### config.mk
export PLATFORM = sky130hd
export DESIGN_NAME = spsf_status
export DESIGN_NICKNAME = d
export VERILOG_FILES = /design/src/hw/spsf_fifo.v /design/src/hw/spsf_status.v
export VERILOG_INCLUDE_DIRS = /design/src /design/src/common
export SDC_FILE = /design/constraint.sdc
export NUM_CORES = 1
export LEC_CHECK = 0
export ABC_AREA = 1
export BUFFER_PORTS_ARGS = -buffer_cell sky130_fd_sc_hd__buf_2
export CAP_MARGIN = 5
export CORE_UTILIZATION = 40
export DETAILED_ROUTE_END_ITERATION = 12
export GPL_TIMING_DRIVEN = 0
export PLACE_DENSITY_LB_ADDON = 0.12
export SYNTH_ARGS = -nofsm -noshare
export SYNTH_HDL_FRONTEND = slang
export SYNTH_HIERARCHICAL = 1
export SYNTH_SLANG_ARGS = --single-unit
### constraint.sdc
create_clock -name clk -period 5.87 [get_ports clk]
set_input_delay 0.2935 -clock clk [delete_from_list [all_inputs] [get_ports clk]]
set_output_delay 0.2935 -clock clk [all_outputs]
set_load 0.02 [all_outputs]
### src/common/spsf_defs.vh
`ifndef SPSF_DEFS_VH
`define SPSF_DEFS_VH

// ==================================================================
// register offsets
`define SPSF_OFS_MODE 8'h00
`define SPSF_OFS_CTRL 8'h02
`define SPSF_OFS_TXH 8'h03
`define SPSF_OFS_STAT 8'h04
`define SPSF_OFS_RXH 8'h05

// ==================================================================
// status register bit positions
`define SPSF_B_TXEMPTY 7
`define SPSF_B_RXFULL 6
`define SPSF_B_OVERRUN 5
`define SPSF_B_FRAMING 4
`define SPSF_B_PARITY 3
`define SPSF_B_TXDONE 2
`define SPSF_B_RXMP 1
`define SPSF_B_TXMP 0

// ==================================================================
// control and mode register bit positions
`define SPSF_B_TXON 5
`define SPSF_B_PEN 5
`define SPSF_B_ODD 4

// ==================================================================
// reset values
`define SPSF_RST_STAT 8'h84
`define SPSF_RST_CTRL 8'h00
`define SPSF_RST_MODE 8'h00
`define SPSF_RST_TXH 8'hFF
`define SPSF_RST_RXH 8'h00

// ==================================================================
// transmit fifo shape
`define SPSF_FIFO_WIDTH 8
`define SPSF_FIFO_DEPTH 16
`define SPSF_FIFO_AW 4

`endif

### src/hw/spsf_fifo.v
`timescale 1ns/1ps
`include "spsf_defs.vh"

module spsf_fifo #(
  parameter WIDTH = `SPSF_FIFO_WIDTH,
  parameter DEPTH = `SPSF_FIFO_DEPTH,
  parameter AW = `SPSF_FIFO_AW
) (
  input wire clk,
  input wire rst_b,
  input wire in_valid,
  output reg in_ready,
  input wire [WIDTH-1:0] in_data,
  output reg out_valid,
  input wire out_ready,
  output wire [WIDTH-1:0] out_data
);

  reg [WIDTH-1:0] mem_q [0:DEPTH-1];
  reg [AW-1:0] wr_ptr_q;
  reg [AW-1:0] rd_ptr_q;
  reg [AW:0] count_q;
  wire push;
  wire pop;
  wire [AW:0] count_d;

  assign push = in_valid & in_ready;
  assign pop = out_valid & out_ready;
  assign count_d = count_q + {{AW{1'b0}}, push} - {{AW{1'b0}}, pop};
  assign out_data = mem_q[rd_ptr_q];

  // ================================================================
  // storage; no reset on the array keeps it plain ram
  always @(posedge clk) begin
    if (push) begin
      mem_q[wr_ptr_q] <= in_data;
    end
  end

  // ================================================================
  // pointers and registered flags
  always @(posedge clk or negedge rst_b) begin
    if (!rst_b) begin
      wr_ptr_q <= {AW{1'b0}};
      rd_ptr_q <= {AW{1'b0}};
      count_q <= {(AW+1){1'b0}};
      in_ready <= 1'b0;
      out_valid <= 1'b0;
    end else begin
      if (push) begin
        wr_ptr_q <= (wr_ptr_q == DEPTH - 1) ? {AW{1'b0}} :
                    wr_ptr_q + {{(AW-1){1'b0}}, 1'b1};
      end
      if (pop) begin
        rd_ptr_q <= (rd_ptr_q == DEPTH - 1) ? {AW{1'b0}} :
                    rd_ptr_q + {{(AW-1){1'b0}}, 1'b1};
      end
      count_q <= count_d;
      in_ready <= (count_d != DEPTH);
      out_valid <= (count_d != {(AW+1){1'b0}});
    end
  end

endmodule // spsf_fifo

### src/hw/spsf_status.v
// Strobed register access and the register offsets were chosen for this implementation.
`timescale 1ns/1ps
`include "spsf_defs.vh"

module spsf_status #(
  parameter FIFO_DEPTH = `SPSF_FIFO_DEPTH,
  parameter FIFO_AW = `SPSF_FIFO_AW
) (
  input wire clk,
  input wire rst_b,
  input wire [7:0] addr,
  input wire [7:0] wdata,
  input wire wr,
  input wire rd,
  output reg [7:0] rdata,
  input wire standby,
  input wire tx_shift_ready,
  input wire tx_last_bit,
  output reg tx_load,
  output reg [7:0] tx_shift_data,
  output reg tx_multiproc_out,
  output reg transmitter_on,
  input wire rx_frame_done,
  input wire [7:0] rx_shift_data,
  input wire rx_parity_bit,
  input wire rx_stop_bit,
  input wire rx_multiproc_in,
  input wire dma_tx_valid,
  input wire [7:0] dma_tx_data,
  output wire dma_tx_ready,
  input wire dma_rx_rd,
  output reg [7:0] dma_rx_data,
  output reg [7:0] status_out
);

  // ================================================================
  // state
  reg [7:0] mode_q;
  reg [7:0] ctrl_q;
  reg tx_buffer_empty_q;
  reg rx_buffer_full_q;
  reg overrun_flag_q;
  reg framing_flag_q;
  reg parity_flag_q;
  reg tx_complete_q;
  reg rx_multiproc_bit_q;
  reg tx_multiproc_bit_q;
  reg [7:3] armed_q;

  reg tx_buffer_empty_d;
  reg rx_buffer_full_d;
  reg overrun_flag_d;
  reg framing_flag_d;
  reg parity_flag_d;
  reg tx_complete_d;
  reg [7:0] rdata_d;

  wire [7:0] stat_word;
  wire wr_stat;
  wire rd_stat;
  wire wr_ctrl;
  wire tx_disable;
  wire load_now;
  wire fifo_valid;
  wire [7:0] fifo_data;
  wire fifo_pop;
  wire rx_bad_parity;
  wire rx_good;
  wire sw_clr_txe;
  wire sw_clr_rxf;
  wire sw_clr_ovr;
  wire sw_clr_frm;
  wire sw_clr_par;
  wire rx_mp_d;
  wire tx_mp_d;

  // ================================================================
  // helpers
  function sw_clear;
    input armed;
    input flag;
    input wbit;
    begin
      // only a 0 written after the flag was seen as 1 clears it
      sw_clear = armed & flag & ~wbit;
    end
  endfunction

  function parity_ok;
    input [7:0] data;
    input pbit;
    input odd;
    begin
      // odd setting: data plus parity bit hold an odd count of ones
      parity_ok = ((^data) ^ pbit) == odd;
    end
  endfunction

  // ================================================================
  // decode
  assign stat_word = {tx_buffer_empty_q, rx_buffer_full_q,
                      overrun_flag_q, framing_flag_q, parity_flag_q,
                      tx_complete_q, rx_multiproc_bit_q,
                      tx_multiproc_bit_q};
  assign wr_stat = wr & (addr == `SPSF_OFS_STAT);
  assign rd_stat = rd & (addr == `SPSF_OFS_STAT);
  assign wr_ctrl = wr & (addr == `SPSF_OFS_CTRL);
  // only a falling enable counts; writing 0 over 0 is no event
  assign tx_disable = wr_ctrl & ctrl_q[`SPSF_B_TXON] & ~wdata[`SPSF_B_TXON];

  assign sw_clr_txe = wr_stat & sw_clear(armed_q[`SPSF_B_TXEMPTY],
    tx_buffer_empty_q, wdata[`SPSF_B_TXEMPTY]);
  assign sw_clr_rxf = wr_stat & sw_clear(armed_q[`SPSF_B_RXFULL],
    rx_buffer_full_q, wdata[`SPSF_B_RXFULL]);
  assign sw_clr_ovr = wr_stat & sw_clear(armed_q[`SPSF_B_OVERRUN],
    overrun_flag_q, wdata[`SPSF_B_OVERRUN]);
  assign sw_clr_frm = wr_stat & sw_clear(armed_q[`SPSF_B_FRAMING],
    framing_flag_q, wdata[`SPSF_B_FRAMING]);
  assign sw_clr_par = wr_stat & sw_clear(armed_q[`SPSF_B_PARITY],
    parity_flag_q, wdata[`SPSF_B_PARITY]);

  // holding register moves to the shift path only when it holds data
  assign load_now = transmitter_on & ~tx_buffer_empty_q & tx_shift_ready &
                    ~standby;
  // dma bytes wait in the fifo until the holding register frees up,
  // so a stalled transmitter pushes back on the dma controller
  assign fifo_pop = fifo_valid & tx_buffer_empty_q & ~standby;

  assign rx_bad_parity = mode_q[`SPSF_B_PEN] &
    ~parity_ok(rx_shift_data, rx_parity_bit, mode_q[`SPSF_B_ODD]);
  assign rx_good = rx_frame_done & ~rx_buffer_full_q & rx_stop_bit &
                   ~rx_bad_parity;

  // multiprocessor bits get next values too, so status_out never lags
  assign rx_mp_d = (rx_frame_done & ~standby) ? rx_multiproc_in :
                   rx_multiproc_bit_q;
  assign tx_mp_d = wr_stat ? wdata[`SPSF_B_TXMP] : tx_multiproc_bit_q;

  // ================================================================
  // transmit fifo on the dma path
  spsf_fifo #(
    .WIDTH(8),
    .DEPTH(FIFO_DEPTH),
    .AW(FIFO_AW)
  ) u_txfifo (
    .clk(clk),
    .rst_b(rst_b),
    .in_valid(dma_tx_valid),
    .in_ready(dma_tx_ready),
    .in_data(dma_tx_data),
    .out_valid(fifo_valid),
    .out_ready(tx_buffer_empty_q & ~standby),
    .out_data(fifo_data)
  );

  // ================================================================
  // flag next state; sets are applied after the clears so they win over them; standby is applied last and overrides both
  always @* begin
    tx_buffer_empty_d = tx_buffer_empty_q;
    tx_complete_d = tx_complete_q;
    rx_buffer_full_d = rx_buffer_full_q;
    overrun_flag_d = overrun_flag_q;
    framing_flag_d = framing_flag_q;
    parity_flag_d = parity_flag_q;

    if (sw_clr_txe || fifo_pop) begin
      tx_buffer_empty_d = 1'b0;
      tx_complete_d = 1'b0;
    end
    if (sw_clr_rxf || dma_rx_rd) begin
      rx_buffer_full_d = 1'b0;
    end
    if (sw_clr_ovr) begin
      overrun_flag_d = 1'b0;
    end
    if (sw_clr_frm) begin
      framing_flag_d = 1'b0;
    end
    if (sw_clr_par) begin
      parity_flag_d = 1'b0;
    end

    if (tx_disable || load_now) begin
      tx_buffer_empty_d = 1'b1;
    end
    if (tx_disable || (tx_last_bit && tx_buffer_empty_q)) begin
      tx_complete_d = 1'b1;
    end
    // a frame landing on a full buffer only flags overrun; data is lost
    if (rx_frame_done) begin
      if (rx_buffer_full_q) begin
        overrun_flag_d = 1'b1;
      end else begin
        if (!rx_stop_bit) begin
          framing_flag_d = 1'b1;
        end
        if (rx_bad_parity) begin
          parity_flag_d = 1'b1;
        end
        if (rx_good) begin
          rx_buffer_full_d = 1'b1;
        end
      end
    end

    // standby holds the flags at their reset pattern
    if (standby) begin
      tx_buffer_empty_d = 1'b1;
      tx_complete_d = 1'b1;
      rx_buffer_full_d = 1'b0;
      overrun_flag_d = 1'b0;
      framing_flag_d = 1'b0;
      parity_flag_d = 1'b0;
    end
  end

  // ================================================================
  // status flags
  always @(posedge clk or negedge rst_b) begin
    if (!rst_b) begin
      // reset pattern: both transmit flags up, all else down
      tx_buffer_empty_q <= 1'b1;
      rx_buffer_full_q <= 1'b0;
      overrun_flag_q <= 1'b0;
      framing_flag_q <= 1'b0;
      parity_flag_q <= 1'b0;
      tx_complete_q <= 1'b1;
      rx_multiproc_bit_q <= 1'b0;
      tx_multiproc_bit_q <= 1'b0;
      armed_q <= 5'h00;
    end else begin
      tx_buffer_empty_q <= tx_buffer_empty_d;
      rx_buffer_full_q <= rx_buffer_full_d;
      overrun_flag_q <= overrun_flag_d;
      framing_flag_q <= framing_flag_d;
      parity_flag_q <= parity_flag_d;
      tx_complete_q <= tx_complete_d;
      rx_multiproc_bit_q <= rx_mp_d;
      tx_multiproc_bit_q <= tx_mp_d;
      // arming follows a read that saw 1; a flag at 0 disarms
      if (rd_stat) begin
        armed_q <= (armed_q | stat_word[7:3]) &
          {tx_buffer_empty_d, rx_buffer_full_d, overrun_flag_d,
           framing_flag_d, parity_flag_d};
      end else begin
        armed_q <= armed_q &
          {tx_buffer_empty_d, rx_buffer_full_d, overrun_flag_d,
           framing_flag_d, parity_flag_d};
      end
    end
  end

  // ================================================================
  // mode, control, receive holding register and transmit hand-off
  always @(posedge clk or negedge rst_b) begin
    if (!rst_b) begin
      mode_q <= `SPSF_RST_MODE;
      ctrl_q <= `SPSF_RST_CTRL;
      transmitter_on <= 1'b0;
      dma_rx_data <= `SPSF_RST_RXH;
      tx_load <= 1'b0;
      tx_multiproc_out <= 1'b0;
    end else begin
      if (wr && addr == `SPSF_OFS_MODE) begin
        mode_q <= wdata;
      end
      if (wr_ctrl) begin
        ctrl_q <= wdata;
        transmitter_on <= wdata[`SPSF_B_TXON];
      end
      // one-cycle load pulse; the shifter drops ready right after it
      tx_load <= load_now;
      if (load_now) begin
        tx_multiproc_out <= tx_multiproc_bit_q;
      end
      if (rx_good) begin
        dma_rx_data <= rx_shift_data;
      end
    end
  end

  // the holding register is copied into tx_shift_data, the byte handed to the shifter, on load_now;
  // the shifter takes it on the tx_load pulse
  reg [7:0] tx_hold_q;
  always @(posedge clk or negedge rst_b) begin
    if (!rst_b) begin
      tx_hold_q <= `SPSF_RST_TXH;
      tx_shift_data <= `SPSF_RST_TXH;
    end else begin
      // a dma byte and a software write in one cycle: dma wins
      if (fifo_pop) begin
        tx_hold_q <= fifo_data;
      end else if (wr && addr == `SPSF_OFS_TXH) begin
        tx_hold_q <= wdata;
      end
      if (load_now) begin
        tx_shift_data <= tx_hold_q;
      end
    end
  end

  // ================================================================
  // register read port, data one cycle after the strobe
  always @* begin
    rdata_d = 8'h00;
    case (addr)
      `SPSF_OFS_MODE: rdata_d = mode_q;
      `SPSF_OFS_CTRL: rdata_d = ctrl_q;
      `SPSF_OFS_TXH: rdata_d = tx_hold_q;
      `SPSF_OFS_STAT: rdata_d = stat_word;
      `SPSF_OFS_RXH: rdata_d = dma_rx_data;
      default: rdata_d = 8'h00;
    endcase
  end

  always @(posedge clk or negedge rst_b) begin
    if (!rst_b) begin
      rdata <= 8'h00;
      status_out <= `SPSF_RST_STAT;
    end else begin
      // idle bus reads back 00 so stale data never looks valid
      rdata <= rd ? rdata_d : 8'h00;
      status_out <= {tx_buffer_empty_d, rx_buffer_full_d,
                     overrun_flag_d, framing_flag_d, parity_flag_d,
                     tx_complete_d, rx_mp_d,
                     tx_mp_d};
    end
  end

endmodule // spsf_status
**Word level (Yosys, flattened, before mapping)**

Memories as Yosys holds them, arrays and structs flattened.
Index checks and enable logic that the tools add are counted.

- Flip-flop bits (word level): 87
- Bits in writable memories: 128
- Input port bits: 45
- Memories kept: 1

Memories:

| memory | depth | bits a word | rd ports | clocked after memory_dff | write ports | line | source |
|---|---|---|---|---|---|---|---|
| u_txfifo.mem_q | 16 | 8 | 1 | 0 | 1 | spsf_fifo.v:19 | `reg [WIDTH-1:0] mem_q [0:DEPTH-1];` |

- $add $sub $neg: 4
- Equal/unequal tests: 8
- Multiplexer cells: 36
- Bitwise gates (word level): 47
- Reductions and logical operators: 11

Operator list:

| operator | number |
|---|---|
| one-hot mux 8 bit (5 select lines) | 1 |
| AND 1 bit | 33 |
| 2-to-1 mux 1 bit | 29 |
| 2-to-1 mux 8 bit | 3 |
| == test 8 x 2 -> 1 bit, second input constant | 2 |
| == test 8 x 3 -> 1 bit, second input constant | 2 |
| AND 5 bit | 2 |
| NOT 1 bit | 10 |
| adder 4 x 1 -> 4 bit, second input constant | 2 |
| == test 4 bit, second input constant | 2 |
| logical NOT 8 bit | 1 |
| 2-to-1 mux 4 bit | 2 |
| parity 8 bit | 1 |
| adder 5 x 1 -> 5 bit | 1 |
| 2-to-1 mux 5 bit | 1 |
| inequality test 5 bit, second input constant | 1 |
| bitwise OR 5 bit | 1 |
| nonzero test 5 bit | 1 |
| subtractor 5 x 1 -> 5 bit | 1 |
| logical OR 1 bit | 4 |
| logical AND 1 bit | 3 |
| nonzero test 2 bit | 1 |
| == test 1 bit | 1 |
| XOR 1 bit | 1 |

**Logic depth before layout (Yosys ltp)**

- Depth in word-level cells: 13
- Gate-level depth with buffers: 13

**Cells and area by module**

Netlist, hierarchy kept.

By module, submodules not included:

| module | instances | cells each | area an instance (µm²) | seq. area each (µm²) |
|---|---|---|---|---|
| spsf_fifo | 1 | 622 | 6,407.4 | 4,219.0 |
| spsf_status | 1 | 389 | 3,240.6 | 1,599.0 |

**Worst setup path after synthesis**

OpenSTA, ideal clock, no wires.

- Kind: register -> register
- Start point: reg, netlist name status_out[7]
- End point: reg u_txfifo.in_ready
- Data arrival time: 2,132 ps
- Data required time: 5,739 ps
- Setup slack: 3,608 ps
- Cell stages (with the launch flop): 11
- Clock period less this slack: 2,262 ps
- Path through: dfstp_2 -> inv_1 -> nor2_1 -> nand2_1 -> inv_1 -> ha_1 -> inv_1 -> ha_1 -> fa_1 -> nor3_1 -> nand3_1

RTL lines:

| item | line | source |
|---|---|---|
| end signal: assignment | spsf_fifo.v:59 | `in_ready <= (count_d != DEPTH);` |
| end: declaration | spsf_fifo.v:12 | `output reg in_ready,` |

==> summary.md <==
| Metric | Value |
|---|---|
| Pin count of the biggest net entering global routing | `46` |
| Share of layout cells above drive strength 1 | `18.26%` |
| Arr. time, crit path | `between 3 and 4 ns` |
| Crit-path max FO | `6` |
| Place WS | `3.242 ns` |
| Most numerous cell in the Yosys netlist | `nand2_1` |
| Post-layout nets | `around 1200` |
| Tot GR Track Use | `approximately a fifth` |
| DR vias | `6936` |
| Top cells by area, synth | `edfxtp_1, dfrtp_1, nand2_1` |
| Cell Count Post-Placement | `1412` |
| WP data required | `6.26 ns` |
| Status | `complete, no violations` |
| Initial antenna violation count | `0` |
| Worst Clk Skew | `about 0.020 ns` |
| Mapped Avg Cell Area | `between 9 and 10 um^2` |
| Critical-path top delay cell | `dfstp_2` |
| Hold Path Class | `in -> reg` |
| Largest stage delay, worst path | `~0.55 ns` |
| Dpl hpwl | `17250 um` |
| RD Place Congestion | `0.8293` |
| CTS tree | `yes` |
| Most used DFF post-synth | `edfxtp_1` |
| Synth top area share | `~40%` |
| Synth warn | `6` |
| Critical path's top delay family | `adder cells` |
| Max IR drop VDD | `approximately 0.27 mV` |
| H-tree depth | `1` |
| Worst path most repeated cell | `inv_1` |
| Starting DRT DRC Count | `455` |
| Synth area leader | `edfxtp_1` |
| Final setup violation count | `0` |
| Post CTS Setup Buffer Count | `0` |
| Post-synthesis sequential area ratio | `between 60% and 70%` |
| Final Cycle Share | `44.68%` |
| Sw Pwr | `between 1500 and 2000 uW` |
| Post-Syn Area | `about 9600 um^2` |
| CP startpoint kind | `flop` |
| CTS sink count | `just over 200` |
| Gate Count Post-Synth | `1011` |
| Clk_lat worst skew | `between 0.5 and 0.6 ns` |
| Vias per inst | `4.757` |
| P&R area growth vs syn | `16.89%` |
| Area of the multi-input gates | `~2900 um^2` |
| Syn nets | `1067` |
| Net Sw Frac | `around 36%` |
| Final Core Density | `roughly 48%` |
| Synth async-reset ratio | `37.86%` |
| Static Leakage | `0.005224 uW` |
| Final worst slack | `3.247 ns` |
| Gate power share | `32.9%` |
| Grt ovf | `0` |
| Seq cells post-synth | `206` |
| Clock transition at the registers of the reported paths | `about 0.060 ns` |
| Worst slew margin | `40.32%` |
| Kind of critical path | `reg -> reg` |
| Residual DRC | `0` |
| Setup_tns | `0 ns` |
| Register share of total power | `37.7%` |
| DRT Wirelength | `24380 um` |
| Max_cap viols | `0` |
| Fin. Hold Viols | `0` |
| First-pass GRT wire length | `37640 um` |
| DRT antenna net count | `0` |
| First-pass DRT Iterations | `5` |
| Bufs and invs on worst path | `3` |
| Placement row count | `56` |
| Max-slew violation count | `0` |
| Diode count | `0` |
| Most frequent cells after synthesis | `nand2_1, inv_1, edfxtp_1` |
| Cell Pwr Density | `~440 nW/um^2` |
| Pwr Total | `4918 uW` |
| Peak Freq | `381.3 MHz` |
| Internal | `between 3000 and 4000 uW` |
| CTS Root Cell | `clkbuf_16` |
| Worst slew pin tran | `0.8919 ns` |
| Die height | `157.3 um` |
| Total CTS buffers | `24` |
| Crit-path cells | `inv_1, nor2_1, nand2_1, inv_1, ha_1, inv_1, ha_1, fa_1, nor3_1, nand3_1` |
| Number of global-route vias before repair | `6609` |
| Wire per inst | `16.72 um` |
| Fill count | `2314` |
| Post-synth EDFFs | `~130` |
| Die Wd | `157.3 um` |
| Min Tclk post-route | `roughly 2.6 ns` |
| Worst Setup End Kind | `flop` |
| Register area | `5818 um^2` |
| Clock power share | `29.5%` |
| Port Buffers | `80` |
| Starting Density | `40.98%` |
| Non-filler cells in the finished layout | `1458` |
| IO Pins | `81` |
| RSZ-0062 raised after global routing | `no` |
| Core area | `23540 um^2` |
| Post-synthesis cell type count | `41` |
| Clock buffer depth | `3` |
| Die area | `24740 um^2` |
power groups by stage:
| stage | Combinational (uW) | Sequential [uW] | Clock, uW |
|---|---|---|---|
| 3_5_place_dp | 1610 | 1880 | 0 |
| 3_3_place_gp | 1600 | 1880 | 0 |
| 6_report | 1620 | 1850 | 1450 |
| 2_1_floorplan | 1070 | 1880 | 0 |
| 4_1_cts | 1620 | 1850 | 1480 |
| 5_1_grt | 1810 | 1880 | 1540 |
cells by family after synthesis:
| family | count (synthesis) | share of synthesized area, % |
|---|---|---|
| AOI/OAI and AO/OA | 86 | 5.628 |
| xor gates and xnor gates | 8 | 0.7263 |
| adders and majority gates | 11 | 1.504 |
| buffers and inverters | 204 | 9.661 |
| DFF | 206 | 60.30 |
| and+or+nand+nor | 496 | 22.18 |
placed cells by master, fill, tap and decap left out, drive strengths merged:
cell	synthesis	final
nand2	317	317
inv	163	163
edfxtp	128	128
nand3	121	121
buf	36	118
dfrtp	60	60
o21ai	58	58
clkbuf	4	40
nor2	38	38
dfstp	18	18
nor3	14	14
ha	10	10
a21oi	8	8
o211ai	8	8
a211oi	7	7
clkinv	1	7
xor2	5	5
nand4	4	4
xnor2	3	3
o31ai	2	2
bufinv	0	2
dlygate4sd3	0	2
nor4	1	1
o21bai	1	1
o21a	1	1
a21boi	1	1
nand3b	1	1
fa	1	1
final cells by class:
cell class / count / area share, %
buffer: 40 / 2.807
clock buffer: 36 / 5.903
clock inverter: 8 / 0.9209
inverter: 164 / 5.459
multi-input combinational: 601 / 25.74
sequential: 206 / 51.59
tap: 319 / 3.539
timing repair buffer: 84 / 4.039
through the flow:
stage	hold slack (ns)	area, um^2
6_report	0.04117	11280
2_1_floorplan	-0.002091	9648
5_1_grt	0.03334	11280
3_3_place_gp	0.4598	10450
4_1_cts	0.03373	11270
3_5_place_dp	0.2894	10480
registers in the layout, summed over array words and instances (netlist names):
name	count
armed_q	5
ctrl_q	8
dma_rx_data	8
mode_q	8
rdata	8
status_out	8
tx_hold_q	8
tx_load	1
tx_multiproc_out	1
tx_shift_data	8
u_txfifo/count_q	5
u_txfifo/in_ready	1
u_txfifo/mem_q	128
u_txfifo/out_valid	1
u_txfifo/rd_ptr_q	4
u_txfifo/wr_ptr_q	4
worst paths after layout:
path                               startpoint                 end  slack, ns  cells past startpoint
worst max-delay path            status_out[7]  u_txfifo/out_valid       3.25                     10
worst min-delay path              tx_last_bit       status_out[2]       0.04                      3
worst max register to register  status_out[7]  u_txfifo/out_valid       3.25                     10
worst min register to register      ctrl_q[1]           ctrl_q[1]       0.48                      2
max in group asynchronous               rst_b       status_out[7]       4.93                      3
min in group asynchronous               rst_b             tx_load       0.29                      2
worst reg2reg max path: cells and delay by family (launching register included):
| kind | cells | cell delay, ns |
|---|---|---|
| DFF | 1 | 0.55 |
| buffers and inverters | 3 | 0.36 |
| and+or+nand+nor | 4 | 0.70 |
| adders and majority gates | 3 | 0.89 |
metal layers:
metal	track usage [%]	routed length, um	share of wire [%]	vias to the layer above
met5	0	0	0	-
met4	5.224	517	2.1	0
met3	2.808	1049	4.3	36
met2	33.80	11430	47	149
met1	28.75	11380	47	3270
li1	-	-	-	3481
timing repair:
item | in CTS | in global routing
hold buffers | 2 | 0
gates resized for setup | 0 | 0
hold endpoints to repair | 25 | 0
Note: power is estimated with default switching activity, not from simulation.
